===== src/pkg/pwmtpc_pkg.sv =====
// Constants and types for the PWM trigger and pin control block
package pwmtpc_pkg;
  localparam int ADR_W = 8;
  localparam int REG_W = 16;
  localparam int DIV_W = 4;
  localparam int DLY_W = 6;
  // Register byte offsets
  localparam logic [7:0] TRG_CTRL_OFS = 8'h00;
  localparam logic [7:0] PIN_CTRL_OFS = 8'h04;
  localparam logic [7:0] MOD_CTRL_OFS = 8'h08;
  localparam logic [7:0] UNLOCK_OFS = 8'h0c;
  localparam logic [7:0] STATUS_OFS = 8'h10;
  // Reset values and write masks
  localparam logic [15:0] TRG_CTRL_RST = 16'h0000;
  localparam logic [15:0] PIN_CTRL_RST = 16'hc000;
  localparam logic [15:0] TRG_CTRL_WMASK = 16'hf03f;
  localparam logic [15:0] MOD_CTRL_WMASK = 16'h0001;
  // Trigger control fields
  localparam int TRG_DIV_LSB = 12;
  localparam int TRG_DLY_LSB = 0;
  // Pin output control fields
  localparam int HI_OWN_BIT = 15;
  localparam int LO_OWN_BIT = 14;
  localparam int HI_POL_BIT = 13;
  localparam int LO_POL_BIT = 12;
  localparam int MODE_LSB = 10;
  localparam int HI_OVR_EN_BIT = 9;
  localparam int LO_OVR_EN_BIT = 8;
  localparam int OVR_HI_BIT = 7;
  localparam int OVR_LO_BIT = 6;
  localparam int FLT_HI_BIT = 5;
  localparam int FLT_LO_BIT = 4;
  localparam int CL_HI_BIT = 3;
  localparam int CL_LO_BIT = 2;
  localparam int SWAP_BIT = 1;
  localparam int OVERRIDE_SYNC_SEL_BIT = 0;
  // Module control fields
  localparam int ENABLE_BIT = 0;
  // Unlock keys, values arbitrary
  localparam logic [15:0] UNLOCK_KEY1 = 16'h00a5;
  localparam logic [15:0] UNLOCK_KEY2 = 16'h005a;
  // Pin-pair mode encodings
  typedef enum logic [1:0] {
    PAIR_COMPL = 2'h0,
    PAIR_REDUN = 2'h1,
    PAIR_PUSH = 2'h2,
    PAIR_RSVD = 2'h3
  } pwmtpc_mode_t;
  // Unlock sequence states
  typedef enum logic [1:0] {UL_IDLE, UL_KEY1, UL_OPEN} pwmtpc_ul_t;
endpackage


===== src/rtl/pwmtpc_top.sv =====
// PWM trigger postscaler and output pin control with Wishbone registers
//
// Design decisions made here: the placing of the registers and the Wishbone interface to the registers.
`timescale 1ns/1ps
module pwmtpc_top #(
  parameter bit IS_PRIMARY = 1'b1
) (
  input wire logic CLK_SYS, // 25 MHz system clock
  input wire logic RESET_N, // Async reset, active low
  input wire logic WB_CYC_I, // Wishbone cycle
  input wire logic WB_STB_I, // Wishbone strobe
  input wire logic WB_WE_I, // Wishbone write enable
  input wire logic [7:0] WB_ADR_I, // Wishbone byte address
  input wire logic [3:0] WB_SEL_I, // Wishbone byte selects
  input wire logic [31:0] WB_DAT_I, // Wishbone write data
  output logic [31:0] WB_DAT_O, // Wishbone read data
  output logic WB_ACK_O, // Wishbone acknowledge
  input wire logic CONFIG_WRITE_LOCK, // Device lock strap, async
  input wire logic PWM_CYCLE, // PWM period boundary pulse
  input wire logic TRIG_EVENT, // Trigger compare event pulse
  input wire logic GEN_HIGH, // Generator high-side signal
  input wire logic GEN_LOW, // Generator low-side signal
  input wire logic FAULT_ACTIVE, // Fault override level
  input wire logic CLIMIT_ACTIVE, // Current-limit override level
  output logic PIN_HIGH_O, // High pin output value
  output logic PIN_HIGH_OE, // High pin owned by PWM
  output logic PIN_LOW_O, // Low pin output value
  output logic PIN_LOW_OE, // Low pin owned by PWM
  output logic ADC_TRIGGER, // Postscaled ADC trigger pulse
  output logic TRIG_IRQ // Trigger interrupt request pulse
);
  logic [15:0] trg_ctrl_r;
  logic [15:0] pin_ctrl_r;
  logic [15:0] mod_ctrl_r;
  logic lock_meta_r;
  logic lock_sync_r;
  pwmtpc_pkg::pwmtpc_ul_t ul_state_r;
  logic [1:0] ovr_en_r;
  logic [1:0] ovr_dat_r;
  logic pp_phase_r;
  logic req;
  logic wr;
  logic wr_pin;
  logic pin_ok;
  logic trig_pulse;
  logic armed;
  logic [15:0] wdata;
  logic [15:0] rdata;
  logic hi_nxt;
  logic lo_nxt;
  pwmtpc_pkg::pwmtpc_mode_t mode;

  // Byte-lane merge of a 16-bit register
  function automatic logic [15:0] merge16(input logic [15:0] old, input logic [31:0] d,
                                          input logic [3:0] sel);
    merge16 = {sel[1] ? d[15:8] : old[15:8], sel[0] ? d[7:0] : old[7:0]};
  endfunction

  assign req = WB_CYC_I & WB_STB_I & ~WB_ACK_O;
  assign wr = req & WB_WE_I;
  assign wdata = WB_DAT_I[15:0];
  assign pin_ok = ~lock_sync_r | (ul_state_r == pwmtpc_pkg::UL_OPEN);
  assign wr_pin = wr & (WB_ADR_I == pwmtpc_pkg::PIN_CTRL_OFS);
  assign mode = pwmtpc_pkg::pwmtpc_mode_t'(pin_ctrl_r[pwmtpc_pkg::MODE_LSB +: 2]);

  // Lock strap synchroniser
  always_ff @(posedge CLK_SYS or negedge RESET_N) begin
    if (!RESET_N) begin
      lock_meta_r <= 1'b0;
      lock_sync_r <= 1'b0;
    end else begin
      lock_meta_r <= CONFIG_WRITE_LOCK;
      lock_sync_r <= lock_meta_r;
    end
  end

  // Wishbone acknowledge, one cycle per request
  always_ff @(posedge CLK_SYS or negedge RESET_N) begin
    if (!RESET_N) WB_ACK_O <= 1'b0;
    else WB_ACK_O <= req;
  end

  // Read multiplexer
  always_comb begin
    case (WB_ADR_I)
      pwmtpc_pkg::TRG_CTRL_OFS: rdata = trg_ctrl_r & pwmtpc_pkg::TRG_CTRL_WMASK;
      pwmtpc_pkg::PIN_CTRL_OFS: rdata = pin_ctrl_r;
      pwmtpc_pkg::MOD_CTRL_OFS: rdata = mod_ctrl_r;
      pwmtpc_pkg::STATUS_OFS: rdata = {13'h0000, lock_sync_r,
                                       ul_state_r == pwmtpc_pkg::UL_OPEN, armed};
      default: rdata = 16'h0000;
    endcase
  end

  // Read data register
  always_ff @(posedge CLK_SYS or negedge RESET_N) begin
    if (!RESET_N) WB_DAT_O <= 32'h0000_0000;
    else if (req && !WB_WE_I) WB_DAT_O <= {16'h0000, rdata};
  end

  // Trigger and module control writes
  always_ff @(posedge CLK_SYS or negedge RESET_N) begin
    if (!RESET_N) begin
      trg_ctrl_r <= pwmtpc_pkg::TRG_CTRL_RST;
      mod_ctrl_r <= 16'h0000;
    end else if (wr) begin
      if (WB_ADR_I == pwmtpc_pkg::TRG_CTRL_OFS)
        trg_ctrl_r <= merge16(trg_ctrl_r, WB_DAT_I, WB_SEL_I) &
                      pwmtpc_pkg::TRG_CTRL_WMASK;
      if (WB_ADR_I == pwmtpc_pkg::MOD_CTRL_OFS)
        mod_ctrl_r <= merge16(mod_ctrl_r, WB_DAT_I, WB_SEL_I) & pwmtpc_pkg::MOD_CTRL_WMASK;
    end
  end

  // Pin control write, gated by the lock
  always_ff @(posedge CLK_SYS or negedge RESET_N) begin
    if (!RESET_N) pin_ctrl_r <= pwmtpc_pkg::PIN_CTRL_RST;
    else if (wr_pin && pin_ok) pin_ctrl_r <= merge16(pin_ctrl_r, WB_DAT_I, WB_SEL_I);
  end

  // Unlock sequence: two keys open one pin control write
  always_ff @(posedge CLK_SYS or negedge RESET_N) begin
    if (!RESET_N) ul_state_r <= pwmtpc_pkg::UL_IDLE;
    else if (wr_pin) ul_state_r <= pwmtpc_pkg::UL_IDLE;
    else if (wr && WB_ADR_I == pwmtpc_pkg::UNLOCK_OFS) begin
      case (ul_state_r)
        pwmtpc_pkg::UL_IDLE:
          ul_state_r <= (wdata == pwmtpc_pkg::UNLOCK_KEY1) ? pwmtpc_pkg::UL_KEY1
                                                            : pwmtpc_pkg::UL_IDLE;
        pwmtpc_pkg::UL_KEY1:
          ul_state_r <= (wdata == pwmtpc_pkg::UNLOCK_KEY2) ? pwmtpc_pkg::UL_OPEN
                                                            : pwmtpc_pkg::UL_IDLE;
        default: ul_state_r <= pwmtpc_pkg::UL_IDLE;
      endcase
    end
  end

  // Trigger delay and postscaler
  pwmtpc_trig_post #(
    .DIV_W(pwmtpc_pkg::DIV_W),
    .DLY_W(pwmtpc_pkg::DLY_W)
  ) u_post (
    .clk(CLK_SYS),
    .rst_n(RESET_N),
    .enable(mod_ctrl_r[pwmtpc_pkg::ENABLE_BIT]),
    .pwm_cycle(PWM_CYCLE),
    .trig_event(TRIG_EVENT),
    .div(trg_ctrl_r[pwmtpc_pkg::TRG_DIV_LSB +: pwmtpc_pkg::DIV_W]),
    .delay(trg_ctrl_r[pwmtpc_pkg::TRG_DLY_LSB +: pwmtpc_pkg::DLY_W]),
    .trig_o(trig_pulse),
    .armed_o(armed)
  );

  // Trigger outputs
  always_ff @(posedge CLK_SYS or negedge RESET_N) begin
    if (!RESET_N) begin
      ADC_TRIGGER <= 1'b0;
      TRIG_IRQ <= 1'b0;
    end else begin
      ADC_TRIGGER <= trig_pulse;
      TRIG_IRQ <= trig_pulse & IS_PRIMARY;
    end
  end

  // Active override settings, optionally held to the PWM boundary
  always_ff @(posedge CLK_SYS or negedge RESET_N) begin
    if (!RESET_N) begin
      ovr_en_r <= 2'h0;
      ovr_dat_r <= 2'h0;
    end else if (!pin_ctrl_r[pwmtpc_pkg::OVERRIDE_SYNC_SEL_BIT] || PWM_CYCLE) begin
      ovr_en_r <= {pin_ctrl_r[pwmtpc_pkg::HI_OVR_EN_BIT], pin_ctrl_r[pwmtpc_pkg::LO_OVR_EN_BIT]};
      ovr_dat_r <= {pin_ctrl_r[pwmtpc_pkg::OVR_HI_BIT], pin_ctrl_r[pwmtpc_pkg::OVR_LO_BIT]};
    end
  end

  // Push-pull phase flips each PWM cycle
  always_ff @(posedge CLK_SYS or negedge RESET_N) begin
    if (!RESET_N) pp_phase_r <= 1'b0;
    else if (PWM_CYCLE) pp_phase_r <= ~pp_phase_r;
  end

  // Pin value path: mode, swap, override, limit, fault, polarity
  always_comb begin
    logic h;
    logic l;
    h = 1'b0;
    l = 1'b0;
    case (mode)
      pwmtpc_pkg::PAIR_COMPL: begin
        h = GEN_HIGH;
        l = ~GEN_HIGH;
      end
      pwmtpc_pkg::PAIR_REDUN: begin
        h = GEN_HIGH;
        l = GEN_HIGH;
      end
      pwmtpc_pkg::PAIR_PUSH: begin
        h = GEN_HIGH & ~pp_phase_r;
        l = GEN_HIGH & pp_phase_r;
      end
      default: begin
        h = 1'b0;
        l = 1'b0;
      end
    endcase
    hi_nxt = pin_ctrl_r[pwmtpc_pkg::SWAP_BIT] ? l : h;
    lo_nxt = pin_ctrl_r[pwmtpc_pkg::SWAP_BIT] ? h : l;
    if (ovr_en_r[1]) hi_nxt = ovr_dat_r[1];
    if (ovr_en_r[0]) lo_nxt = ovr_dat_r[0];
    if (CLIMIT_ACTIVE) begin
      hi_nxt = pin_ctrl_r[pwmtpc_pkg::CL_HI_BIT];
      lo_nxt = pin_ctrl_r[pwmtpc_pkg::CL_LO_BIT];
    end
    if (FAULT_ACTIVE) begin
      hi_nxt = pin_ctrl_r[pwmtpc_pkg::FLT_HI_BIT];
      lo_nxt = pin_ctrl_r[pwmtpc_pkg::FLT_LO_BIT];
    end
    hi_nxt = hi_nxt ^ pin_ctrl_r[pwmtpc_pkg::HI_POL_BIT];
    lo_nxt = lo_nxt ^ pin_ctrl_r[pwmtpc_pkg::LO_POL_BIT];
  end

  // Registered pin outputs
  always_ff @(posedge CLK_SYS or negedge RESET_N) begin
    if (!RESET_N) begin
      PIN_HIGH_O <= 1'b0;
      PIN_LOW_O <= 1'b0;
      PIN_HIGH_OE <= 1'b0;
      PIN_LOW_OE <= 1'b0;
    end else begin
      PIN_HIGH_O <= hi_nxt;
      PIN_LOW_O <= lo_nxt;
      PIN_HIGH_OE <= pin_ctrl_r[pwmtpc_pkg::HI_OWN_BIT];
      PIN_LOW_OE <= pin_ctrl_r[pwmtpc_pkg::LO_OWN_BIT];
    end
  end

  // Plain generator path with no override in play
  logic plain;
  assign plain = ~FAULT_ACTIVE & ~CLIMIT_ACTIVE & (ovr_en_r == 2'h0) &
                 (pin_ctrl_r[pwmtpc_pkg::LO_POL_BIT +: 2] == 2'h0) &
                 (mode == pwmtpc_pkg::PAIR_COMPL);
endmodule


===== src/rtl/pwmtpc_trig_post.sv =====
// Trigger start delay and postscaler
`timescale 1ns/1ps
module pwmtpc_trig_post #(
  parameter int DIV_W = 4,
  parameter int DLY_W = 6
) (
  input wire logic clk, // System clock
  input wire logic rst_n, // Async reset, active low
  input wire logic enable, // Module enable level
  input wire logic pwm_cycle, // PWM period boundary pulse
  input wire logic trig_event, // Trigger compare event pulse
  input wire logic [DIV_W-1:0] div, // Postscale value
  input wire logic [DLY_W-1:0] delay, // Start delay in PWM cycles
  output logic trig_o, // Postscaled trigger pulse
  output logic armed_o // Start delay has elapsed
);
  logic en_d_r;
  logic [DLY_W-1:0] dly_cnt_r;
  logic [DIV_W-1:0] post_cnt_r;
  logic start;
  logic hit;

  assign start = enable & ~en_d_r;
  assign hit = armed_o & trig_event & (post_cnt_r >= div);

  // Enable edge detect
  always_ff @(posedge clk or negedge rst_n) begin
    if (!rst_n) en_d_r <= 1'b0;
    else en_d_r <= enable;
  end

  // Start delay counting of PWM cycles
  always_ff @(posedge clk or negedge rst_n) begin
    if (!rst_n) begin
      dly_cnt_r <= '0;
      armed_o <= 1'b0;
    end else if (!enable) begin
      armed_o <= 1'b0;
    end else if (start) begin
      dly_cnt_r <= delay;
      armed_o <= (delay == '0);
    end else if (!armed_o && pwm_cycle) begin
      dly_cnt_r <= dly_cnt_r - 1'b1;
      armed_o <= (dly_cnt_r == DLY_W'(1));
    end
  end

  // Event postscaler
  always_ff @(posedge clk or negedge rst_n) begin
    if (!rst_n) begin
      post_cnt_r <= '0;
      trig_o <= 1'b0;
    end else begin
      trig_o <= hit;
      if (!armed_o) post_cnt_r <= '0;
      else if (trig_event) post_cnt_r <= hit ? '0 : post_cnt_r + 1'b1;
    end
  end
endmodule


===== config.mk =====
export PLATFORM = sky130hd
export DESIGN_NAME = pwmtpc_top
export DESIGN_NICKNAME = d
export VERILOG_FILES = /design/src/pkg/pwmtpc_pkg.sv /design/src/rtl/pwmtpc_top.sv /design/src/rtl/pwmtpc_trig_post.sv
export SDC_FILE = /design/constraint.sdc
export NUM_CORES = 1
export LEC_CHECK = 0
export BUFFER_PORTS_ARGS = -buffer_cell sky130_fd_sc_hd__buf_2
export CORE_MARGIN = 4
export CORE_UTILIZATION = 30
export CTS_BUF_LIST = sky130_fd_sc_hd__clkbuf_8
export DETAILED_ROUTE_END_ITERATION = 8
export GPL_ROUTABILITY_DRIVEN = 0
export PLACE_DENSITY = 0.56
export SETUP_SLACK_MARGIN = 0.1
export SLEW_MARGIN = 20
export SYNTH_ARGS = -nofsm -noshare
export SYNTH_HDL_FRONTEND = slang
export SYNTH_SLANG_ARGS = --single-unit

===== constraint.sdc =====
create_clock -name CLK_SYS -period 1.71 [get_ports CLK_SYS]
set_clock_uncertainty 0.05 [all_clocks]
set_input_delay 0.2565 -clock CLK_SYS [delete_from_list [all_inputs] [get_ports CLK_SYS]]
set_output_delay 0.2565 -clock CLK_SYS [all_outputs]
set_load 0.05 [all_outputs]

# Yosys cells after proc, flatten, opt, wreduce, memory -nomap -nowiden
# Cells that the tools add are included.
# word_totals
mem_bits_ro,0
regBits,71
latch_bits,0
output_inout_bits,39
mem_count,0
ram_bits,0
elab_cells,101
in_bits,56
# op_classes
div,0
shift,0
eq_ne,13
addsub,2
muxes,24
multipliers,0
reduce_logical,21
n_lt_le_gt_ge,1
bitwise_logic,17
# ops
op,count
16-bit case mux with 4 select lines,1
16-bit by 7-bit equality test with 1-bit output (second input constant),1
16-bit by 8-bit equality test with 1-bit output (second input constant),1
8-bit by 4-bit equality test with 1-bit output (second input constant),2
1-bit two-way mux,12
4-bit two-way mux,3
6-bit two-way mux,2
1-bit AND,9
3-bit AND reduction,3
8-bit by 3-bit equality test with 1-bit output (second input constant),1
8-bit by 5-bit equality test with 1-bit output (second input constant),1
8-bit logical NOT,1
6-bit by 1-bit equality test with 1-bit output (second input constant),1
6-bit logical NOT,1
2-bit two-way mux,3
2-bit AND reduction,3
6-bit by 1-bit subtractor with 6-bit output (second input constant),1
1-bit inverter,5
4-bit by 1-bit adder with 4-bit output (second input constant),1
2-bit by 1-bit equality test with 1-bit output (second input constant),2
2-bit equality test (second input constant),2
4-bit greater-or-equal comparator,1
1-bit logical AND,4
2-bit logical NOT,2
11 further kinds,15

# Longest topological paths before layout
# logic_depth
ltp_word,8
depth_mapped,7
mapped_depth_nobuf,7

# By module
# A second synthesis with hierarchy kept.
# unflattened
cells_unflattened,326
area_unflattened_um2,3634.7
# by_module_without_submodules
mod,cells_each,n_inst,area_each_um2,seq_area_each_um2
pwmtpc_top,244,1,2855.2,1453.9
pwmtpc_trig_post,82,1,779.5,325.3

# Worst setup path after synthesis
# No wires, ideal clock.
# synth_path
kind,register to register
startpoint,reg WB_ACK_O
endpoint,reg pin_ctrl_r[1]
setup_ps,125
n_path_buf,1
slack_ps,-148
arrival_ps,1684
required_ps,1535
synth_period_minus_slack_ps,1858
path_stages_with_launch,6
path_cell_list,dfrtp_1 and4b_1 and3_1 buf_4 nand3_4 mux2_2
# synth_between
elab_chain_cells,6
# synth_rtl
item,line,rtl
"start, declared",pwmtpc_top.sv:17,"output logic WB_ACK_O,"
"start signal, assigned",pwmtpc_top.sv:80,else WB_ACK_O <= req;
1-bit inverter,pwmtpc_top.sv:59,assign req = WB_CYC_I & WB_STB_I & ~WB_ACK_O;
1-bit AND,pwmtpc_top.sv:59,
1-bit AND,pwmtpc_top.sv:60,assign wr = req & WB_WE_I;
1-bit AND,pwmtpc_top.sv:63,assign wr_pin = wr & (WB_ADR_I == pwmtpc_pkg::PIN_CTRL_OFS);
1-bit logical AND,pwmtpc_top.sv:118,"else if (wr_pin && pin_ok) pin_ctrl_r <= merge16(pin_ctrl_r, WB_DAT_I, WB_SEL_I);"
2-bit AND reduction (no line),-,
"end signal, assigned",pwmtpc_top.sv:117,if (!RESET_N) pin_ctrl_r <= pwmtpc_pkg::PIN_CTRL_RST;
"end signal, assigned",pwmtpc_top.sv:118,
"end, declared",pwmtpc_top.sv:33,logic [15:0] pin_ctrl_r;
# No other way between the ends.
# A chain may end at the register's enable or synchronous reset.

# Worst setup path after layout
# layout_path
startpoint,reg WB_ACK_O
endpoint,reg pin_ctrl_r[13]
# The elaborated chain is that of the path after synthesis.

==> impl_results.rst <==
.. list-table::
   :header-rows: 1

   * - Metric
     - Value
   * - Run status
     - finished clean
   * - Number of H-tree branching levels
     - 3
   * - Worst Hold Depth
     - 3
   * - CP Cell Sequence
     - and4b_1 > and3_4 > buf_12 > nand3_4 > mux2_4
   * - Yosys Warn Count
     - 0
   * - Kind of end point of the critical path
     - flip-flop
   * - CTS tree
     - done
   * - Peak per-stage delay on the critical path
     - roughly 0.42 ns
   * - Die area
     - approximately 13000 µm²
   * - Largest vdd supply drop
     - ~360 µV
   * - R2r startpoint
     - WB_ACK_O
   * - Min-Delay Startpoint
     - TRIG_EVENT
   * - Unrepaired setup endpoints after global routing
     - true
   * - HP Class
     - input port to flip-flop
   * - Number of buffers on the longest clock path
     - 2
   * - TritonRoute pass-1 iters
     - 4
   * - Clock buffer count from CTS
     - 9
   * - Maximum capacitance violations
     - 0
   * - Post-layout min period
     - about 1.7 ns
   * - Max-slew violation count
     - 0
   * - Average cell area after synthesis
     - between 10 and 15 µm²
   * - Detailed-route vias per instance
     - about 4.7
   * - Setup violations, final
     - 0
   * - Remaining routing DRC violations
     - 0
   * - Routed vias
     - approximately 2600
   * - Static Leakage
     - 2.199 nW
   * - Combined area of all synthesized cells
     - ~3500 µm²
   * - Routed wirelength normalized by instance count
     - around 15 µm
   * - Crit Path Category
     - flip-flop to flip-flop
   * - Iter 0 DRT Violations
     - ~110
   * - CP startpoint kind
     - flip-flop
   * - Dpl hpwl
     - 6074 µm
   * - Required time at the worst-slack endpoint
     - 1.89 ns
   * - Overall power of the completed layout
     - 3.767 mW
   * - Via count of the first global-routing pass
     - between 2000 and 3000
   * - Share of final-layout standard cells stronger than drive strength 1
     - roughly 40%
   * - Insertion delay of the later-clocked pin in the worst-skew pair
     - ~0.34 ns
   * - Portion of the post-synthesis area used by sequential elements
     - between 50% and 60%
   * - Top library cells by usage in the layout, fill and taps aside
     - 68 x sky130_fd_sc_hd__dfrtp_1, 59 x sky130_fd_sc_hd__buf_2, 29 x sky130_fd_sc_hd__nand2_1
   * - Gate count after technology mapping
     - 303
   * - Clock root buffer
     - sky130_fd_sc_hd__clkbuf_8
   * - Most frequent standard cell in the layout excluding fill and tap cells
     - sky130_fd_sc_hd__dfrtp_1
   * - First-pass GRT wire length
     - 13120 µm
   * - Highest clock frequency the design can meet
     - between 500 and 600 MHz
   * - Number of flops mapped to enable cells by yosys
     - 0
   * - End of the worst hold path
     - u_post.trig_o
   * - Critical-path maximum fanout
     - 8
   * - Pin count of the biggest net entering global routing
     - 72
   * - Global route total overflow
     - 0
   * - Pwr Density
     - about 840 nW/µm²
   * - Reg2Reg Depth
     - 5
   * - Async set-reset flop share out of synthesis
     - 100.0%
   * - Cell type with the largest total area after synthesis
     - sky130_fd_sc_hd__dfrtp_1
   * - Clock Pin Slew Worst Setup and Hold Paths
     - approximately 0.08 ns
   * - Die height
     - ~120 µm
   * - CP max-delay cell
     - sky130_fd_sc_hd__dfrtp_2
   * - Part of the cycle the worst path needs
     - between 90% and 100%
   * - # rows
     - 39
   * - Detailed Route WL
     - 8044 µm
   * - Post-synth top flop
     - sky130_fd_sc_hd__dfrtp_1
   * - Top cells by area in the synthesized netlist
     - sky130_fd_sc_hd__dfrtp_1 49%, sky130_fd_sc_hd__mux2_4 6.4%, sky130_fd_sc_hd__buf_4 4.1%, sky130_fd_sc_hd__mux2_1 3.9%, sky130_fd_sc_hd__nand2_1 3.1%
   * - Worst r2r dst
     - pin_ctrl_r[13]
   * - Register-to-register setup slack
     - between 0.03 and 0.04 ns
   * - Hold slack final
     - between 0.09 and 0.1 ns
   * - Arrival @ worst endpoint
     - about 1.9 ns
   * - Antenna violations before repair
     - 0
   * - Routed Antenna Nets
     - 0
   * - Area of the core
     - between 10000 and 15000 µm²
   * - Overall routing resource usage
     - 12.62%
   * - Ports placed on the boundary
     - 95
   * - Number of distinct library cell variants in the gate-level netlist after synthesis
     - 49
   * - Bufs and invs on worst path
     - 1
   * - Number of storage elements in the synthesis netlist
     - 71
   * - Portion of synthesized cell area occupied by the leading cell type
     - between 40 and 50%
   * - Final number of hold-violating endpoints
     - 0
   * - Number of diodes added for antenna fixing
     - 0
   * - CP top delay family
     - simple AND/OR/NAND/NOR gates
   * - Initial core utilization
     - between 30% and 40%
   * - Number of buffers added on ports
     - 59
   * - Die Span X
     - ~120 µm
   * - Synthesis-to-finish area growth
     - 28.67%
   * - TritonCTS Sinks
     - 71
   * - Final net count
     - around 450
==> routing by layer <==
layer	track usage, %	wire [µm]
met3	3.342	491
met2	19.68	3735
met4	4.331	128
met1	17.04	3689
met5	0	0
==> power breakdown <==
group / internal [mW] / leakage (nW) / switching (mW)
Combinational: 0.123 / 1.13 / 0.240
Clock: 1.00 / 0.122 / 0.632
Sequential: 1.72 / 0.952 / 0.0462
==> worst max path at each step <==
stage	startpoint	to	slack (ns)	cells after the start
after global placement	WB_DAT_I[13]	ul_state_r[1]	-0.07	7
after global routing	u_post.post_cnt_r[0]	u_post.post_cnt_r[1]	-0.04	7
after detailed placement	WB_DAT_I[13]	ul_state_r[1]	-0.11	7
final	WB_ACK_O	pin_ctrl_r[13]	0.04	5
after floorplan	WB_ACK_O	pin_ctrl_r[10]	0.02	5
after CTS	WB_ACK_O	pin_ctrl_r[13]	0.02	5
==> cell usage after synthesis, types with 5 or more instances <==
library cell               number
sky130_fd_sc_hd__nor2_1        13
sky130_fd_sc_hd__dfrtp_1       69
sky130_fd_sc_hd__a22o_1         7
sky130_fd_sc_hd__a21oi_1       10
sky130_fd_sc_hd__nand2_1       29
sky130_fd_sc_hd__mux2_2         6
sky130_fd_sc_hd__o21ai_1       10
sky130_fd_sc_hd__xnor2_1        6
sky130_fd_sc_hd__mux2_4        15
sky130_fd_sc_hd__nand3b_1       5
sky130_fd_sc_hd__mux2_1        12
sky130_fd_sc_hd__o21ai_0       11
sky130_fd_sc_hd__nand3_1        5
sky130_fd_sc_hd__nor4_1         5
sky130_fd_sc_hd__buf_4         19
sky130_fd_sc_hd__ha_1           7
sky130_fd_sc_hd__mux2i_1        9
sky130_fd_sc_hd__inv_1         11
sky130_fd_sc_hd__nand2b_1       5
==> tightest hold or removal path, stage by stage <==
cell	delay, ns
sky130_fd_sc_hd__buf_2	0.12
sky130_fd_sc_hd__nand2_1	0.05
sky130_fd_sc_hd__nor2_1	0.04
==> sequential cells by signal, indices dropped and copies added, names as in the netlist <==
register / flops
u_post.dly_cnt_r: 6
ovr_en_r: 2
WB_DAT_O: 16
PIN_LOW_O: 1
ovr_dat_r: 2
lock_meta_r: 1
PIN_LOW_OE: 1
lock_sync_r: 1
TRIG_IRQ: 1
PIN_HIGH_OE: 1
trg_ctrl_r: 10
mod_ctrl_r: 1
u_post.trig_o: 1
PIN_HIGH_O: 1
u_post.en_d_r: 1
u_post.armed_o: 1
ul_state_r: 2
u_post.post_cnt_r: 4
pin_ctrl_r: 16
pp_phase_r: 1
WB_ACK_O: 1
==> logic make-up after synthesis <==
family | after synthesis | share of synthesized area [%]
multiplexers | 42 | 14.78
AND/OR/NAND/NOR | 85 | 13.92
AO/OA/AOI/OAI | 52 | 9.569
other | 1 | 0.1070
flip-flops | 71 | 50.77
XOR/XNOR | 10 | 2.499
adder cells (fa/ha/maj) | 7 | 2.499
buffers and inverters | 35 | 5.855
==> through the flow <==
step | setup TNS (ns) | util (%) | cell area (µm²) | worst slack [ns] | instances
global route | -0.1848 | 39.49 | 4509 | -0.03604 | 537
CTS | 0 | 38.59 | 4407 | 0.01681 | 535
global placement | -0.1238 | 35.79 | 4086 | -0.07454 | 516
floorplan | 0 | - | 3606 | 0.01988 | 318
finish | 0 | 39.49 | 4509 | 0.03784 | 537
detailed placement | -0.2270 | 35.79 | 4086 | -0.1073 | 516
==> final cells by class <==
| type | count | area [µm²] |
|---|---|---|
| inverter | 11 | 41.29 |
| fill | 1140 | 6909 |
| sequential | 71 | 1780 |
| multi-input combinational | 212 | 1747 |
| tap | 143 | 178.9 |
| clock inverter | 6 | 107.6 |
| timing repair buffer | 84 | 516.7 |
| clock buffer | 10 | 137.6 |
==> repair_timing <==
action	CTS	global route
setup buffers	1	2
gates resized for setup	14	17
pin swaps	9	8
hold buffers	2	0
setup endpoints to repair	37	50
endpoints found under the hold margin	70	0
No activity file was read; power rests on OpenSTA's default activity.
